==> src/core/ssi_emu_pkg.sv <==
// Package with register map, field codes and timing constants of the SSI encoder emulator.
package ssi_emu_pkg;
  // Register word offsets (byte addresses on the Avalon-MM bus).
  localparam logic [5:0] OFF_MODE = 6'h00;
  localparam logic [5:0] OFF_TURN_BITS = 6'h04;
  localparam logic [5:0] OFF_INTURN_BITS = 6'h08;
  localparam logic [5:0] OFF_LINK_CFG = 6'h0C;
  localparam logic [5:0] OFF_SYNC_SHIFT = 6'h10;
  localparam logic [5:0] OFF_SYNC_ON = 6'h14;
  localparam logic [5:0] OFF_STATUS = 6'h18;
  localparam logic [5:0] OFF_SOURCE = 6'h1C;
  localparam logic [5:0] OFF_CODE_FMT = 6'h20;
  localparam logic [5:0] OFF_BAUD = 6'h24;
  localparam logic [5:0] OFF_TURN_VAL = 6'h28;
  localparam logic [5:0] OFF_INTURN_VAL = 6'h2C;
  localparam logic [5:0] OFF_ENC_POS = 6'h30;
  localparam logic [5:0] OFF_ACT_POS = 6'h34;
  localparam logic [5:0] OFF_TGT_POS = 6'h38;
  // Field positions inside the link configuration word.
  localparam int BIT_IDLE_LEVEL = 0;
  localparam int BIT_CHANGE_EDGE = 1;
  localparam int BIT_PARITY_ON = 2;
  localparam int BIT_PARITY_SENSE = 3;
  // Reset values.
  localparam logic [2:0] RST_MODE = 3'h0;
  localparam logic [5:0] RST_TURN_BITS = 6'h0C;
  localparam logic [5:0] RST_INTURN_BITS = 6'h14;
  localparam logic [3:0] RST_LINK_CFG = 4'h1;
  localparam logic [2:0] RST_SOURCE = 3'h0;
  localparam logic [1:0] RST_BAUD = 2'h0;
  localparam logic [15:0] RST_SYNC_SHIFT = 16'h0000;
  // Limits of the frame.
  localparam int MAX_POS_BITS = 32;
  localparam int TURN_WRAP_BITS = 12;
  localparam int INTURN_RES_BITS = 20;
  // Source selector codes.
  localparam logic [2:0] SRC_ENC = 3'h0;
  localparam logic [2:0] SRC_NEG = 3'h1;
  localparam logic [2:0] SRC_ACT = 3'h2;
  localparam logic [2:0] SRC_TGT = 3'h3;
  localparam logic [2:0] SRC_LOCK = 3'h4;
  localparam logic [2:0] SRC_RESCALE = 3'h5;
  // Timing.
  localparam int CLK_HZ = 20000000;
  localparam int IDLE_TIMEOUT_NS = 25000;
  localparam int IDLE_TIMEOUT_CYC = (IDLE_TIMEOUT_NS * (CLK_HZ / 1000000)) / 1000;
  localparam int CYC_PER_US = CLK_HZ / 1000000;
  localparam int CTRL_CYCLE_NS = 125000;
  localparam int CTRL_CYCLE_CYC = (CTRL_CYCLE_NS * (CLK_HZ / 1000000)) / 1000;
endpackage

==> src/core/ssi_encoder_emulator.sv <==
// SSI encoder emulator top: Avalon-MM registers, clock slave shifter and control cycle sync.
//
// The register offsets and the Avalon-MM register port were chosen for this implementation.
module ssi_encoder_emulator #(
  parameter int IDLE_CYC = ssi_emu_pkg::IDLE_TIMEOUT_CYC,
  parameter int CTRL_CYC = ssi_emu_pkg::CTRL_CYCLE_CYC
) (
  input wire logic ref_clk,
  input wire logic rst,
  input wire logic [5:0] avs_address,
  input wire logic avs_read,
  input wire logic avs_write,
  input wire logic [31:0] avs_writedata,
  output logic [31:0] avs_readdata,
  output logic avs_waitrequest,
  input wire logic ssiClk,
  output logic ssiData,
  input wire logic [31:0] encoderPosition,
  input wire logic [31:0] lockCallCounter,
  input wire logic [31:0] rescaledPosition,
  output logic ctrlCycleStart
);
  // ----------------------------------------------------------------
  // Register file
  // ----------------------------------------------------------------
  logic [2:0] mode_r;
  logic [5:0] turnBits_r;
  logic [5:0] inTurnBits_r;
  logic [3:0] linkCfg_r;
  logic [15:0] syncShift_r;
  logic [31:0] syncOn_r;
  logic [2:0] source_r;
  logic [1:0] baud_r;
  logic [31:0] actPos_r;
  logic [31:0] tgtPos_r;
  logic syncLocked_r;
  logic ackDone_r;
  logic [31:0] rdMux;
  logic wrStrobe;
  logic [31:0] turnValue;
  logic [31:0] inTurnValue;
  logic [31:0] frameWord;

  // ----------------------------------------------------------------
  // Bus handshake
  // ----------------------------------------------------------------
  // One wait state: waitrequest drops in the second cycle of every request.
  assign wrStrobe = avs_write && ackDone_r;

  always_ff @(posedge ref_clk or posedge rst) begin
    if (rst) begin
      ackDone_r <= 1'b0;
      avs_waitrequest <= 1'b1;
    end else begin
      ackDone_r <= (avs_read || avs_write) && !ackDone_r;
      avs_waitrequest <= !((avs_read || avs_write) && !ackDone_r);
    end
  end

  always_ff @(posedge ref_clk or posedge rst) begin
    if (rst) begin
      mode_r <= ssi_emu_pkg::RST_MODE;
      turnBits_r <= ssi_emu_pkg::RST_TURN_BITS;
      inTurnBits_r <= ssi_emu_pkg::RST_INTURN_BITS;
      linkCfg_r <= ssi_emu_pkg::RST_LINK_CFG;
      syncShift_r <= ssi_emu_pkg::RST_SYNC_SHIFT;
      syncOn_r <= 32'h00000000;
      source_r <= ssi_emu_pkg::RST_SOURCE;
      baud_r <= ssi_emu_pkg::RST_BAUD;
      actPos_r <= 32'h00000000;
      tgtPos_r <= 32'h00000000;
    end else if (wrStrobe) begin
      case (avs_address)
        ssi_emu_pkg::OFF_MODE: mode_r <= avs_writedata[2:0];
        ssi_emu_pkg::OFF_TURN_BITS: turnBits_r <= avs_writedata[5:0];
        ssi_emu_pkg::OFF_INTURN_BITS: inTurnBits_r <= avs_writedata[5:0];
        ssi_emu_pkg::OFF_LINK_CFG: linkCfg_r <= avs_writedata[3:0];
        ssi_emu_pkg::OFF_SYNC_SHIFT: syncShift_r <= avs_writedata[15:0];
        ssi_emu_pkg::OFF_SYNC_ON: syncOn_r <= avs_writedata;
        ssi_emu_pkg::OFF_SOURCE: source_r <= avs_writedata[2:0];
        ssi_emu_pkg::OFF_BAUD: baud_r <= avs_writedata[1:0];
        ssi_emu_pkg::OFF_ACT_POS: actPos_r <= avs_writedata;
        ssi_emu_pkg::OFF_TGT_POS: tgtPos_r <= avs_writedata;
        default: ;
      endcase
    end
  end

  // Unmapped offsets and write-only-effect fields read zero; code format is fixed binary.
  always_comb begin
    case (avs_address)
      ssi_emu_pkg::OFF_MODE: rdMux = {29'h0, mode_r};
      ssi_emu_pkg::OFF_TURN_BITS: rdMux = {26'h0, turnBits_r};
      ssi_emu_pkg::OFF_INTURN_BITS: rdMux = {26'h0, inTurnBits_r};
      ssi_emu_pkg::OFF_LINK_CFG: rdMux = {28'h0, linkCfg_r};
      ssi_emu_pkg::OFF_SYNC_SHIFT: rdMux = {16'h0, syncShift_r};
      ssi_emu_pkg::OFF_SYNC_ON: rdMux = syncOn_r;
      ssi_emu_pkg::OFF_STATUS: rdMux = {31'h0, syncLocked_r};
      ssi_emu_pkg::OFF_SOURCE: rdMux = {29'h0, source_r};
      ssi_emu_pkg::OFF_CODE_FMT: rdMux = 32'h00000000;
      ssi_emu_pkg::OFF_BAUD: rdMux = {30'h0, baud_r};
      ssi_emu_pkg::OFF_TURN_VAL: rdMux = turnValue;
      ssi_emu_pkg::OFF_INTURN_VAL: rdMux = inTurnValue;
      ssi_emu_pkg::OFF_ENC_POS: rdMux = encoderPosition;
      ssi_emu_pkg::OFF_ACT_POS: rdMux = actPos_r;
      ssi_emu_pkg::OFF_TGT_POS: rdMux = tgtPos_r;
      default: rdMux = 32'h00000000;
    endcase
  end

  always_ff @(posedge ref_clk or posedge rst) begin
    if (rst) begin
      avs_readdata <= 32'h00000000;
    end else if (avs_read && !ackDone_r) begin
      // Captured in the first, wait-state cycle of the read, so the word stands at the edge where waitrequest is low.
      avs_readdata <= rdMux;
    end
  end

  ssi_frame_builder u_frame (
    .sourceSel(source_r),
    .encoderPosition(encoderPosition),
    .actualPosition(actPos_r),
    .targetPosition(tgtPos_r),
    .lockCallCounter(lockCallCounter),
    .rescaledPosition(rescaledPosition),
    .turnBits(turnBits_r),
    .inTurnBits(inTurnBits_r),
    .turnValue(turnValue),
    .inTurnValue(inTurnValue),
    .frameWord(frameWord)
  );

  // ----------------------------------------------------------------
  // Link clock sampling and edge detection
  // ----------------------------------------------------------------
  logic clkMeta_r;
  logic clkSync_r;
  logic clkPrev_r;
  logic active;
  logic idleLevel;
  logic leadEdge;
  logic trailEdge;
  logic shiftEdge;

  // The flops reset to the default idle level, so no false edge is seen after reset.
  always_ff @(posedge ref_clk or posedge rst) begin
    if (rst) begin
      clkMeta_r <= 1'b1;
      clkSync_r <= 1'b1;
      clkPrev_r <= 1'b1;
    end else begin
      clkMeta_r <= ssiClk;
      clkSync_r <= clkMeta_r;
      clkPrev_r <= clkSync_r;
    end
  end

  assign active = (mode_r == 3'h1);
  assign idleLevel = linkCfg_r[ssi_emu_pkg::BIT_IDLE_LEVEL];
  assign leadEdge = (clkSync_r != clkPrev_r) && (clkPrev_r == idleLevel);
  assign trailEdge = (clkSync_r != clkPrev_r) && (clkSync_r == idleLevel);
  assign shiftEdge = linkCfg_r[ssi_emu_pkg::BIT_CHANGE_EDGE] ? trailEdge : leadEdge;

  // ----------------------------------------------------------------
  // Shifter
  // ----------------------------------------------------------------
  logic [32:0] shift_r;
  logic [5:0] bitsLeft_r;
  logic inFrame_r;
  logic parity_r;
  logic [15:0] idleCnt_r;
  logic timeout;
  logic parityBit;
  logic parityOn;
  logic lastBit;
  logic nextBit;
  logic [5:0] frameLen;
  logic firstEdge;

  // Parity over all sent position bits; odd sense inverts the even result.
  assign parityBit = (^frameWord) ^ !linkCfg_r[ssi_emu_pkg::BIT_PARITY_SENSE];
  assign parityOn = linkCfg_r[ssi_emu_pkg::BIT_PARITY_ON];
  // The sum is formed at seven bits so that large settings cannot wrap below the limit.
  assign frameLen = ((7'(turnBits_r) + 7'(inTurnBits_r)) > 7'd32) ? 6'd32 : 6'(turnBits_r + inTurnBits_r);
  // The idle counter saturates, so a long pause cannot wrap it back below the timeout.
  assign timeout = (idleCnt_r >= 16'(IDLE_CYC));
  assign firstEdge = active && !inFrame_r && leadEdge;
  // The parity bit has a flop of its own because the shift register fills with zeros behind the data.
  assign lastBit = (bitsLeft_r == 6'h01);
  assign nextBit = (lastBit && parityOn) ? parity_r : shift_r[32];

  always_ff @(posedge ref_clk or posedge rst) begin
    if (rst) begin
      idleCnt_r <= 16'h0000;
    end else if (clkSync_r != clkPrev_r) begin
      idleCnt_r <= 16'h0000;
    end else if (!timeout) begin
      idleCnt_r <= idleCnt_r + 16'h0001;
    end
  end

  always_ff @(posedge ref_clk or posedge rst) begin
    if (rst) begin
      shift_r <= 33'h000000000;
      parity_r <= 1'b0;
      bitsLeft_r <= 6'h00;
      inFrame_r <= 1'b0;
      ssiData <= 1'b1;
    end else if (!active || (inFrame_r && timeout)) begin
      inFrame_r <= 1'b0;
      bitsLeft_r <= 6'h00;
      ssiData <= 1'b1;
    end else if (firstEdge) begin
      // Position captured at the first edge stays frozen for the whole frame.
      shift_r <= {frameWord, parityBit};
      parity_r <= parityBit;
      bitsLeft_r <= parityOn ? 6'(frameLen + 6'd1) : frameLen;
      inFrame_r <= 1'b1;
      if (!linkCfg_r[ssi_emu_pkg::BIT_CHANGE_EDGE]) begin
        ssiData <= 1'b0;
      end
    end else if (inFrame_r && shiftEdge) begin
      if (bitsLeft_r != 6'h00) begin
        // After the last position bit only the parity flop is left to send.
        ssiData <= nextBit;
        shift_r <= {shift_r[31:0], 1'b0};
        bitsLeft_r <= bitsLeft_r - 6'h01;
      end else begin
        ssiData <= 1'b0;
      end
    end
  end

  // ----------------------------------------------------------------
  // Control cycle and synchronization
  // ----------------------------------------------------------------
  logic [15:0] ctrlCnt_r;
  logic [15:0] shiftCnt_r;
  logic shiftRun_r;
  logic [15:0] shiftTarget;
  logic shiftDue;

  assign shiftTarget = 16'(syncShift_r * 16'(ssi_emu_pkg::CYC_PER_US));
  // A delayed restart due next cycle takes over a free-running start, so no two pulses touch.
  assign shiftDue = shiftRun_r && ((17'(shiftCnt_r) + 17'd1) >= 17'(shiftTarget));

  always_ff @(posedge ref_clk or posedge rst) begin
    if (rst) begin
      ctrlCnt_r <= 16'h0000;
      shiftCnt_r <= 16'h0000;
      shiftRun_r <= 1'b0;
      ctrlCycleStart <= 1'b0;
      syncLocked_r <= 1'b0;
    end else begin
      ctrlCycleStart <= 1'b0;
      if (syncOn_r != 32'h00000000 && firstEdge) begin
        shiftRun_r <= 1'b1;
        shiftCnt_r <= 16'h0000;
        // Locked when the poll lands where the previous alignment put the cycle.
        // The count restarts two cycles plus the shift after an aligning edge, hence the sum.
        syncLocked_r <= (((32'(ctrlCnt_r) + 32'(shiftTarget) + 32'd2) % 32'(CTRL_CYC)) == 32'd0);
      end else if (shiftRun_r && shiftCnt_r >= shiftTarget) begin
        shiftRun_r <= 1'b0;
        ctrlCnt_r <= 16'h0000;
        ctrlCycleStart <= 1'b1;
      end else begin
        shiftCnt_r <= shiftCnt_r + 16'h0001;
        if (ctrlCnt_r >= 16'(CTRL_CYC - 1) && !shiftDue) begin
          ctrlCnt_r <= 16'h0000;
          ctrlCycleStart <= 1'b1;
        end else begin
          ctrlCnt_r <= ctrlCnt_r + 16'h0001;
        end
      end
      if (syncOn_r == 32'h00000000) begin
        syncLocked_r <= 1'b0;
      end
    end
  end
endmodule

==> src/core/ssi_frame_builder.sv <==
// Frame builder: selects the position source and splits it into turn and in-turn parts.
module ssi_frame_builder (
  input wire logic [2:0] sourceSel,
  input wire logic [31:0] encoderPosition,
  input wire logic [31:0] actualPosition,
  input wire logic [31:0] targetPosition,
  input wire logic [31:0] lockCallCounter,
  input wire logic [31:0] rescaledPosition,
  input wire logic [5:0] turnBits,
  input wire logic [5:0] inTurnBits,
  output logic [31:0] turnValue,
  output logic [31:0] inTurnValue,
  output logic [31:0] frameWord
);
  logic [31:0] srcVal;
  logic [31:0] turnMask;
  logic [31:0] inMask;
  logic [31:0] inRaw;
  logic [5:0] tb;
  logic [5:0] ib;

  function automatic logic [31:0] lowMask(input logic [5:0] n);
    lowMask = (n >= 6'd32) ? 32'hFFFFFFFF : ((32'h00000001 << n) - 32'h00000001);
  endfunction

  // Source selection; unknown codes fall back to the plain encoder position.
  always_comb begin
    case (sourceSel)
      ssi_emu_pkg::SRC_ENC: srcVal = encoderPosition;
      ssi_emu_pkg::SRC_NEG: srcVal = 32'h00000000 - encoderPosition;
      ssi_emu_pkg::SRC_ACT: srcVal = actualPosition;
      ssi_emu_pkg::SRC_TGT: srcVal = targetPosition;
      ssi_emu_pkg::SRC_LOCK: srcVal = lockCallCounter;
      ssi_emu_pkg::SRC_RESCALE: srcVal = rescaledPosition;
      default: srcVal = encoderPosition;
    endcase
  end

  // Total is clipped to 32 bits, in-turn bits taking precedence.
  assign ib = (inTurnBits > 6'd32) ? 6'd32 : inTurnBits;
  assign tb = ((7'(turnBits) + 7'(ib)) > 7'd32) ? (6'd32 - ib) : turnBits;
  assign turnMask = lowMask(tb) & lowMask(6'(ssi_emu_pkg::TURN_WRAP_BITS));
  assign inMask = lowMask(6'(ssi_emu_pkg::INTURN_RES_BITS));
  assign inRaw = srcVal & inMask;
  assign turnValue = (srcVal >> ssi_emu_pkg::INTURN_RES_BITS) & turnMask;
  // In-turn field of ib bits, MSB aligned to the internal resolution; surplus LSBs are zero.
  assign inTurnValue = (ib >= 6'(ssi_emu_pkg::INTURN_RES_BITS)) ?
    (inRaw << (ib - 6'(ssi_emu_pkg::INTURN_RES_BITS))) :
    (inRaw >> (6'(ssi_emu_pkg::INTURN_RES_BITS) - ib));
  // Binary coding only: turn part above in-turn part, MSB first, then left aligned.
  assign frameWord = ((turnValue << ib) | (inTurnValue & lowMask(ib))) << (6'd32 - tb - ib);
endmodule

==> config.mk <==
export PLATFORM = sky130hd
export DESIGN_NAME = ssi_encoder_emulator
export DESIGN_NICKNAME = d
export VERILOG_FILES = /design/src/core/ssi_emu_pkg.sv /design/src/core/ssi_encoder_emulator.sv /design/src/core/ssi_frame_builder.sv
export SDC_FILE = /design/constraint.sdc
export NUM_CORES = 1
export LEC_CHECK = 0
export ABC_AREA = 1
export BUFFER_PORTS_ARGS = -buffer_cell sky130_fd_sc_hd__buf_2
export CORE_MARGIN = 4
export CORE_UTILIZATION = 46
export CTS_BUF_LIST = sky130_fd_sc_hd__clkbuf_2 sky130_fd_sc_hd__clkbuf_4 sky130_fd_sc_hd__clkbuf_8
export CTS_CLUSTER_DIAMETER = 40
export DETAILED_ROUTE_END_ITERATION = 8
export PLACE_DENSITY = 0.64
export SYNTH_ARGS = -nofsm -noshare
export SYNTH_HDL_FRONTEND = slang
export SYNTH_HIERARCHICAL = 1
export SYNTH_SLANG_ARGS = --single-unit
==> constraint.sdc <==
create_clock -name ref_clk -period 8.55 [get_ports ref_clk]
set_clock_uncertainty 0.05 [all_clocks]
set_input_delay 0.4275 -clock ref_clk [delete_from_list [all_inputs] [get_ports ref_clk]]
set_output_delay 0.4275 -clock ref_clk [all_outputs]
set_load 0.005 [all_outputs]
==> results of run 1 <==
registers in the layout, summed over array words and instances, names as in the netlist, 4 cells and up:
name,count
shift_r,33
actPos_r,32
avs_readdata,32
syncOn_r,32
tgtPos_r,32
ctrlCnt_r,16
idleCnt_r,16
shiftCnt_r,16
syncShift_r,16
bitsLeft_r,6
inTurnBits_r,6
turnBits_r,6
linkCfg_r,4
kinds of logic after synthesis:
kind of cell	count (synthesis)
AND/OR/NAND/NOR	2448
AO/OA/AOI/OAI	664
buffers and inverters	634
flip-flops	266
adder cells (fa/ha/maj)	113
XOR/XNOR	113
multiplexers	31
other	1
per-layer routing:
metal | wire (um) | track usage [%] | vias up
li1 | - | - | 14602
met1 | 44460 | 42.71 | 13800
met2 | 44710 | 48.02 | 1278
met3 | 7879 | 4.932 | 215
met4 | 4488 | 12.39 | 8
met5 | 38 | 0 | -
stage by stage:
step | hold slack, ps | TNS, ps
4_1_cts | 5.856 | 0
6_report | 29.70 | 0
3_3_place_gp | 296.4 | 0
3_5_place_dp | 299.8 | -118.7
2_1_floorplan | 295.2 | 0
5_1_grt | 44.48 | -87.57
path summary, 6_finish.rpt:
path / endpoint / slack, ps / cells past startpoint
worst max-delay path: syncLocked_r / 540 / 56
worst min-delay path: tgtPos_r[14] / 30 / 3
worst max register to register: syncLocked_r / 540 / 56
worst min register to register: clkSync_r / 320 / 0
max in group asynchronous: avs_readdata[14] / 6710 / 4
min in group asynchronous: idleCnt_r[0] / 420 / 3
power groups by stage:
| stage | combinational [uW] | clock (uW) | sequential, uW |
|---|---|---|---|
| floorplan | 5310 | 0 | 1470 |
| global placement | 6680 | 0 | 1500 |
| detailed placement | 6670 | 0 | 1500 |
| CTS | 6710 | 1630 | 1480 |
| global route | 7860 | 1690 | 1500 |
| finish | 7030 | 1610 | 1490 |
layout make-up:
type,instances,area (sq um)
clock buffers,82,1010
repair buffers,267,1690
fillers,6052,27290
multi-input cells,3393,18420
flip-flops and latches,266,6670
inverters,435,1642
clock inverters,25,347.8
well taps,765,957.2
synth_stat cells (6+ instances only):
cell	n	area, sq um
nand2_2	46	287.8
o21ai_1	20	100.1
a22oi_1	28	210.2
a31oi_1	51	319.1
buf_6	7	78.83
ha_1	108	1351
nor3_1	50	250.2
nor2_4	9	101.4
dfrtp_1	256	6406
xor2_1	68	595.6
nor4_1	21	131.4
nand2_1	1202	4512
a21oi_1	117	585.6
nor2_2	23	143.9
a221oi_1	50	437.9
buf_1	19	71.32
nor2_1	348	1306
o22ai_1	17	106.4
nand4_1	92	575.6
a22o_1	26	227.7
o21ai_0	273	1366
or2_2	18	112.6
o211ai_1	19	142.6
buf_4	22	165.2
nand3b_1	12	90.09
nand3_2	24	240.2
clkbuf_1	135	506.7
inv_2	30	112.6
inv_1	398	1494
buf_2	15	75.07
dfstp_2	10	262.8
nand3_1	554	2773
and2_1	6	37.54
clkinv_1	6	22.52
mux2_2	30	337.8
nand2_4	14	157.7
o21bai_1	7	52.55
a21o_1	7	52.55
xnor2_1	45	394.1
and3_1	10	62.56
worst max-delay path: cells and delay by family (launching register included):
family / cells / cell delay [ps]
xor gates and xnor gates: 1 / 210
DFF: 1 / 400
adders and majority gates: 4 / 1150
buffers and inverters: 7 / 760
AOI/OAI and AO/OA: 6 / 950
and+or+nand+nor: 38 / 4400
repair_timing:
item                                    in CTS  in global routing
hold buffers                                21                  0
buffers inserted                             0                 24
resized for setup                            3                 89
endpoints found under the setup margin       1                  1
hold endpoints to repair                   154                  0
gates cloned                                 0                  6
pin swaps                                    0                 31
==> impl_metrics.tcl, run 1 <==
set metrics [dict create \
    run_status "completed" \
    placed_area_sq_um 28510 \
    drt_pass1_iterations 7 \
    cp.required_ps 9090 \
    internal-power_uw 4862 \
    worstSetupPathType "reg -> reg" \
    globalplace.congestion 1.051 \
    p_comb_share_pct 69.4 \
    final_util_pct 52.97 \
    period_needed_ps 8011 \
    synth-edff-count 0 \
    grt_start_max_net_pins 150 \
    critPathSlowestCell "dfrtp_1" \
    post-place-cells 5075 \
    viasPerCell 5.714 \
    drv_slew 0 \
    design_power_total_uw 10120 \
    clkPwrFrac_pct 15.9 \
    start_util_pct 46.70 \
    clk_latency_ps 700 \
    drt_iter0_drc 3036 \
    dp_hpwl_um 79270 \
    final_cell_mix "nand2_1, nand3_1, inv_1" \
    die-width_um 250.7 \
    finalWorstSetupSlack_ps 539.0 \
    synth_fa_ha_area_share_pct 5.356 \
    period_share_pct 93.70 \
    netlist_area_sq_um 27100 \
    max_slew.worst_pin.slew_ps 1128 \
    synth_cells 4270 \
    grt_pass1_wl_um 155600 \
    cts_max_level 2 \
    path_max_fanout 10 \
    core-area_sq_um 58030 \
    portBuffers 173 \
    clock_tree.root_cell "clkbuf_8" \
    ys_seq_area_share_pct 24.61 \
    yosys.area_share.simple_pct 40.69 \
    grt_pass1_vias 27279 \
    grt_overflow 0 \
    swShare_pct 51.95 \
    clkSinkCount 266 \
    ys_types 75 \
    start_kind "flop" \
    io_pins 174 \
    routed_wirelength_um 101600 \
    synth_top_family_by_area "simple AND/OR/NAND/NOR gates" \
    worst_slew_margin_rel_pct 24.57 \
    critPathMostFrequentCell "nand2_1" \
    finalSetupViolations 0 \
    die_y_um 250.7 \
    maxCapViolCount 0 \
    die-area_sq_um 62860 \
    postRouteAntennaNets 0 \
    synthXorXnorAreaFrac_pct 3.652 \
    instances_no_fill 5233 \
    pre_cts_ws_ps -118.7 \
    tritoncts "done" \
    slowest_delay_ps 400 \
    layout.nets 4672 \
    antenna_found_initial 4 \
    drc 0 \
    power_switching_uw 5257 \
    fmax_ghz 0.1248 \
    arrival_ps 8550 \
    crit_start "syncShift_r[3]" \
    holdCritPathClass "in -> reg" \
    numCtsBuffers 57 \
    synth-seq-cells 266 \
    irDropWorstVdd_mv 0.4371 \
    min_from "avs_writedata[14]" \
    powerDensity_nw_per_um2 329.2 \
    avgSynthCellArea_sq_um 6.347 \
    n_antenna_cell 0 \
    synth_mux_area_share_pct 1.284 \
    cts_buffer_depth 3 \
    pwr-share-seq_pct 14.7 \
    async_reset_ff_share_pct 100.0 \
    area_growth_pct 13.42 \
    leakagePower_uw 0.01548 \
    finalHoldViolCount 0 \
    final_area_sq_um 30740 \
    synth_compound_area_share_pct 15.01 \
    r2r_start "syncShift_r[3]" \
    drive_above_1_share_pct 14.97 \
    synth_flop_cell "dfrtp_1" \
    crit_path_end_kind "flop" \
    rows 88 \
    clk_pin_slew_ps 60 \
    num_vias 29903 \
    synth_warnings 6 \
    post_drt_wl_per_cell_um 19.41 \
    grt_usage_pct 30.77 \
    final_common_cell "nand2_1" \
]
No activity file was read; power rests on OpenSTA's default activity.
==> inputs of run 2 (changes only) <==
--- a/config.mk
+++ b/config.mk
@@ -6,13 +6,15 @@
 export NUM_CORES = 1
 export LEC_CHECK = 0
 export ABC_AREA = 1
-export BUFFER_PORTS_ARGS = -buffer_cell sky130_fd_sc_hd__buf_2
+export BUFFER_PORTS_ARGS = -buffer_cell sky130_fd_sc_hd__buf_4
 export CORE_MARGIN = 4
 export CORE_UTILIZATION = 46
 export CTS_BUF_LIST = sky130_fd_sc_hd__clkbuf_2 sky130_fd_sc_hd__clkbuf_4 sky130_fd_sc_hd__clkbuf_8
 export CTS_CLUSTER_DIAMETER = 40
 export DETAILED_ROUTE_END_ITERATION = 8
 export PLACE_DENSITY = 0.64
+export RECOVER_POWER = 100
+export REMOVE_ABC_BUFFERS = 1
 export SYNTH_ARGS = -nofsm -noshare
 export SYNTH_HDL_FRONTEND = slang
 export SYNTH_HIERARCHICAL = 1
==> impl_metrics.tcl, run 2 (synthesized netlist as in run 1, its figures left out) <==
set metrics [dict create \
    maxCapViolCount 8 \
    leakagePower_uw 0.01548 \
    drive_above_1_share_pct 14.27 \
    worst_slew_margin_rel_pct -161.5 \
    rows 88 \
    fmax_ghz 0.1237 \
    powerDensity_nw_per_um2 328.7 \
    run_status "finished, violations left" \
    r2r_slack_ps 470 \
    num_vias 30129 \
    clk_latency_ps 670 \
    start_kind "flop" \
    post_drt_wl_per_cell_um 19.52 \
    clk_pin_slew_ps 60 \
    layout.nets 4677 \
    clkSinkCount 266 \
    cts_buffer_depth 3 \
    path_max_fanout 10 \
    io_pins 174 \
    highest_layer "met5" \
    critPathSlowestCell "dfrtp_1" \
    hold_slack_ps 33.17 \
    period_share_pct 94.52 \
    worstSetupPathType "reg -> reg" \
    cts_max_level 2 \
    routed_wirelength_um 102100 \
    die_y_um 250.7 \
    portBuffers 173 \
    final_cell_mix "nand2_1, nand3_1, inv_1" \
    fillCellCount 6038 \
    grt_usage_pct 30.97 \
    grt_pass1_vias 27881 \
    cp_num_buf_inv 9 \
    cp.required_ps 9080 \
    final_common_cell "nand2_1" \
    numCtsBuffers 54 \
    die-width_um 250.7 \
    drv_slew 550 \
    globalplace.congestion 1.013 \
    antenna_found_initial 6 \
    period_needed_ps 8081 \
    finalHoldViolCount 0 \
    violations "max-capacitance violations, max-slew violations" \
    irDropWorstVdd_mv 0.3390 \
    drc 0 \
    finalWorstSetupSlack_ps 468.9 \
    wl_met1_um 43330 \
    dp_hpwl_um 79120 \
    arrival_ps 8610 \
    fin_setup_tns_ps 0 \
    area_growth_pct 14.53 \
    max_slew.worst_pin.slew_ps 3923 \
    die-area_sq_um 62860 \
    grt_pass1_wl_um 157100 \
    cpLargestDelayFamily "simple AND/OR/NAND/NOR gates" \
    drt_iter0_drc 2877 \
    tritoncts "done" \
    holdCritPathClass "in -> reg" \
    core-area_sq_um 58030 \
    drt_pass1_iterations 6 \
    pre_cts_ws_ps -219.2 \
    wl_met3_um 8589 \
    clock_tree.root_cell "clkbuf_8" \
    design_power_total_uw 10200 \
    grt_start_max_net_pins 155 \
    top_register "shift_r" \
    finalSetupViolations 0 \
    grt_overflow 0 \
    crit_path_end_kind "flop" \
    wl_met2_um 45410 \
    largest_register_ffs 33 \
    start_util_pct 46.70 \
    slowest_delay_ps 400 \
    postRouteAntennaNets 0 \
    viasPerCell 5.760 \
]
run 2: power breakdown:
group | total, uW | leakage [uW] | internal (uW) | switching, uW
clock | 1540 | 0.000646 | 912 | 629
combinational | 7170 | 0.0114 | 2590 | 4580
sequential | 1490 | 0.00342 | 1370 | 118
total | 10200 | 0.0155 | 4870 | 5330
run 2: worst reg2reg max path, delay by kind of cell, from the launching register on:
kind            cells  cell delay, ps
simple gates       43            4290
fa+ha+maj           4            1130
buf+inv             9            1070
compound gates      4             820
flops               1             400
xor+xnor            1             200
run 2: what timing repair did:
item | CTS | global route
gates cloned | 0 | 6
gates resized for setup | 5 | 95
endpoints found under the setup margin | 1 | 1
pin swaps | 1 | 33
endpoints found under the hold margin | 89 | 0
setup buffers | 1 | 27
hold buffers | 17 | 0
run 2: path summary, 6_finish.rpt:
| path | from | cells past startpoint | to |
|---|---|---|---|
| min in group asynchronous | rst | 3 | inFrame_r |
| max in group asynchronous | rst | 5 | avs_readdata[17] |
| hold reg to reg | clkMeta_r | 0 | clkSync_r |
| setup / recovery | syncShift_r[3] | 61 | syncLocked_r |
| hold / removal | avs_writedata[13] | 3 | tgtPos_r[13] |
| setup reg to reg | syncShift_r[3] | 61 | syncLocked_r |
run 2: area by class of cell:
cell class / instances / area, sq um / share of cell area, %
well taps: 765 / 957.2 / 3.084
inverters: 435 / 1635 / 5.269
multi-input cells: 3394 / 18450 / 59.46
clock inverters: 20 / 301.5 / 0.9715
clock buffers: 75 / 950.9 / 3.064
repair buffers: 274 / 2063 / 6.648
flip-flops and latches: 266 / 6670 / 21.49
diodes: 2 / 5.005 / 0.01613
run 2: metal layers:
metal	vias to the layer above	global-route usage, %
li1	14617	-
met4	6	12.01
met2	1296	49.01
met3	214	5.950
met5	-	0
met1	13996	41.98
run 2: metrics by stage:
stage	cells	instance area [sq um]	utilization, %
after floorplan	4090	26260	-
final	5231	31040	53.49
after global routing	5230	31030	53.48
after detailed placement	5083	29000	49.98
after global placement	5083	29000	49.98
after CTS	5196	30460	52.50
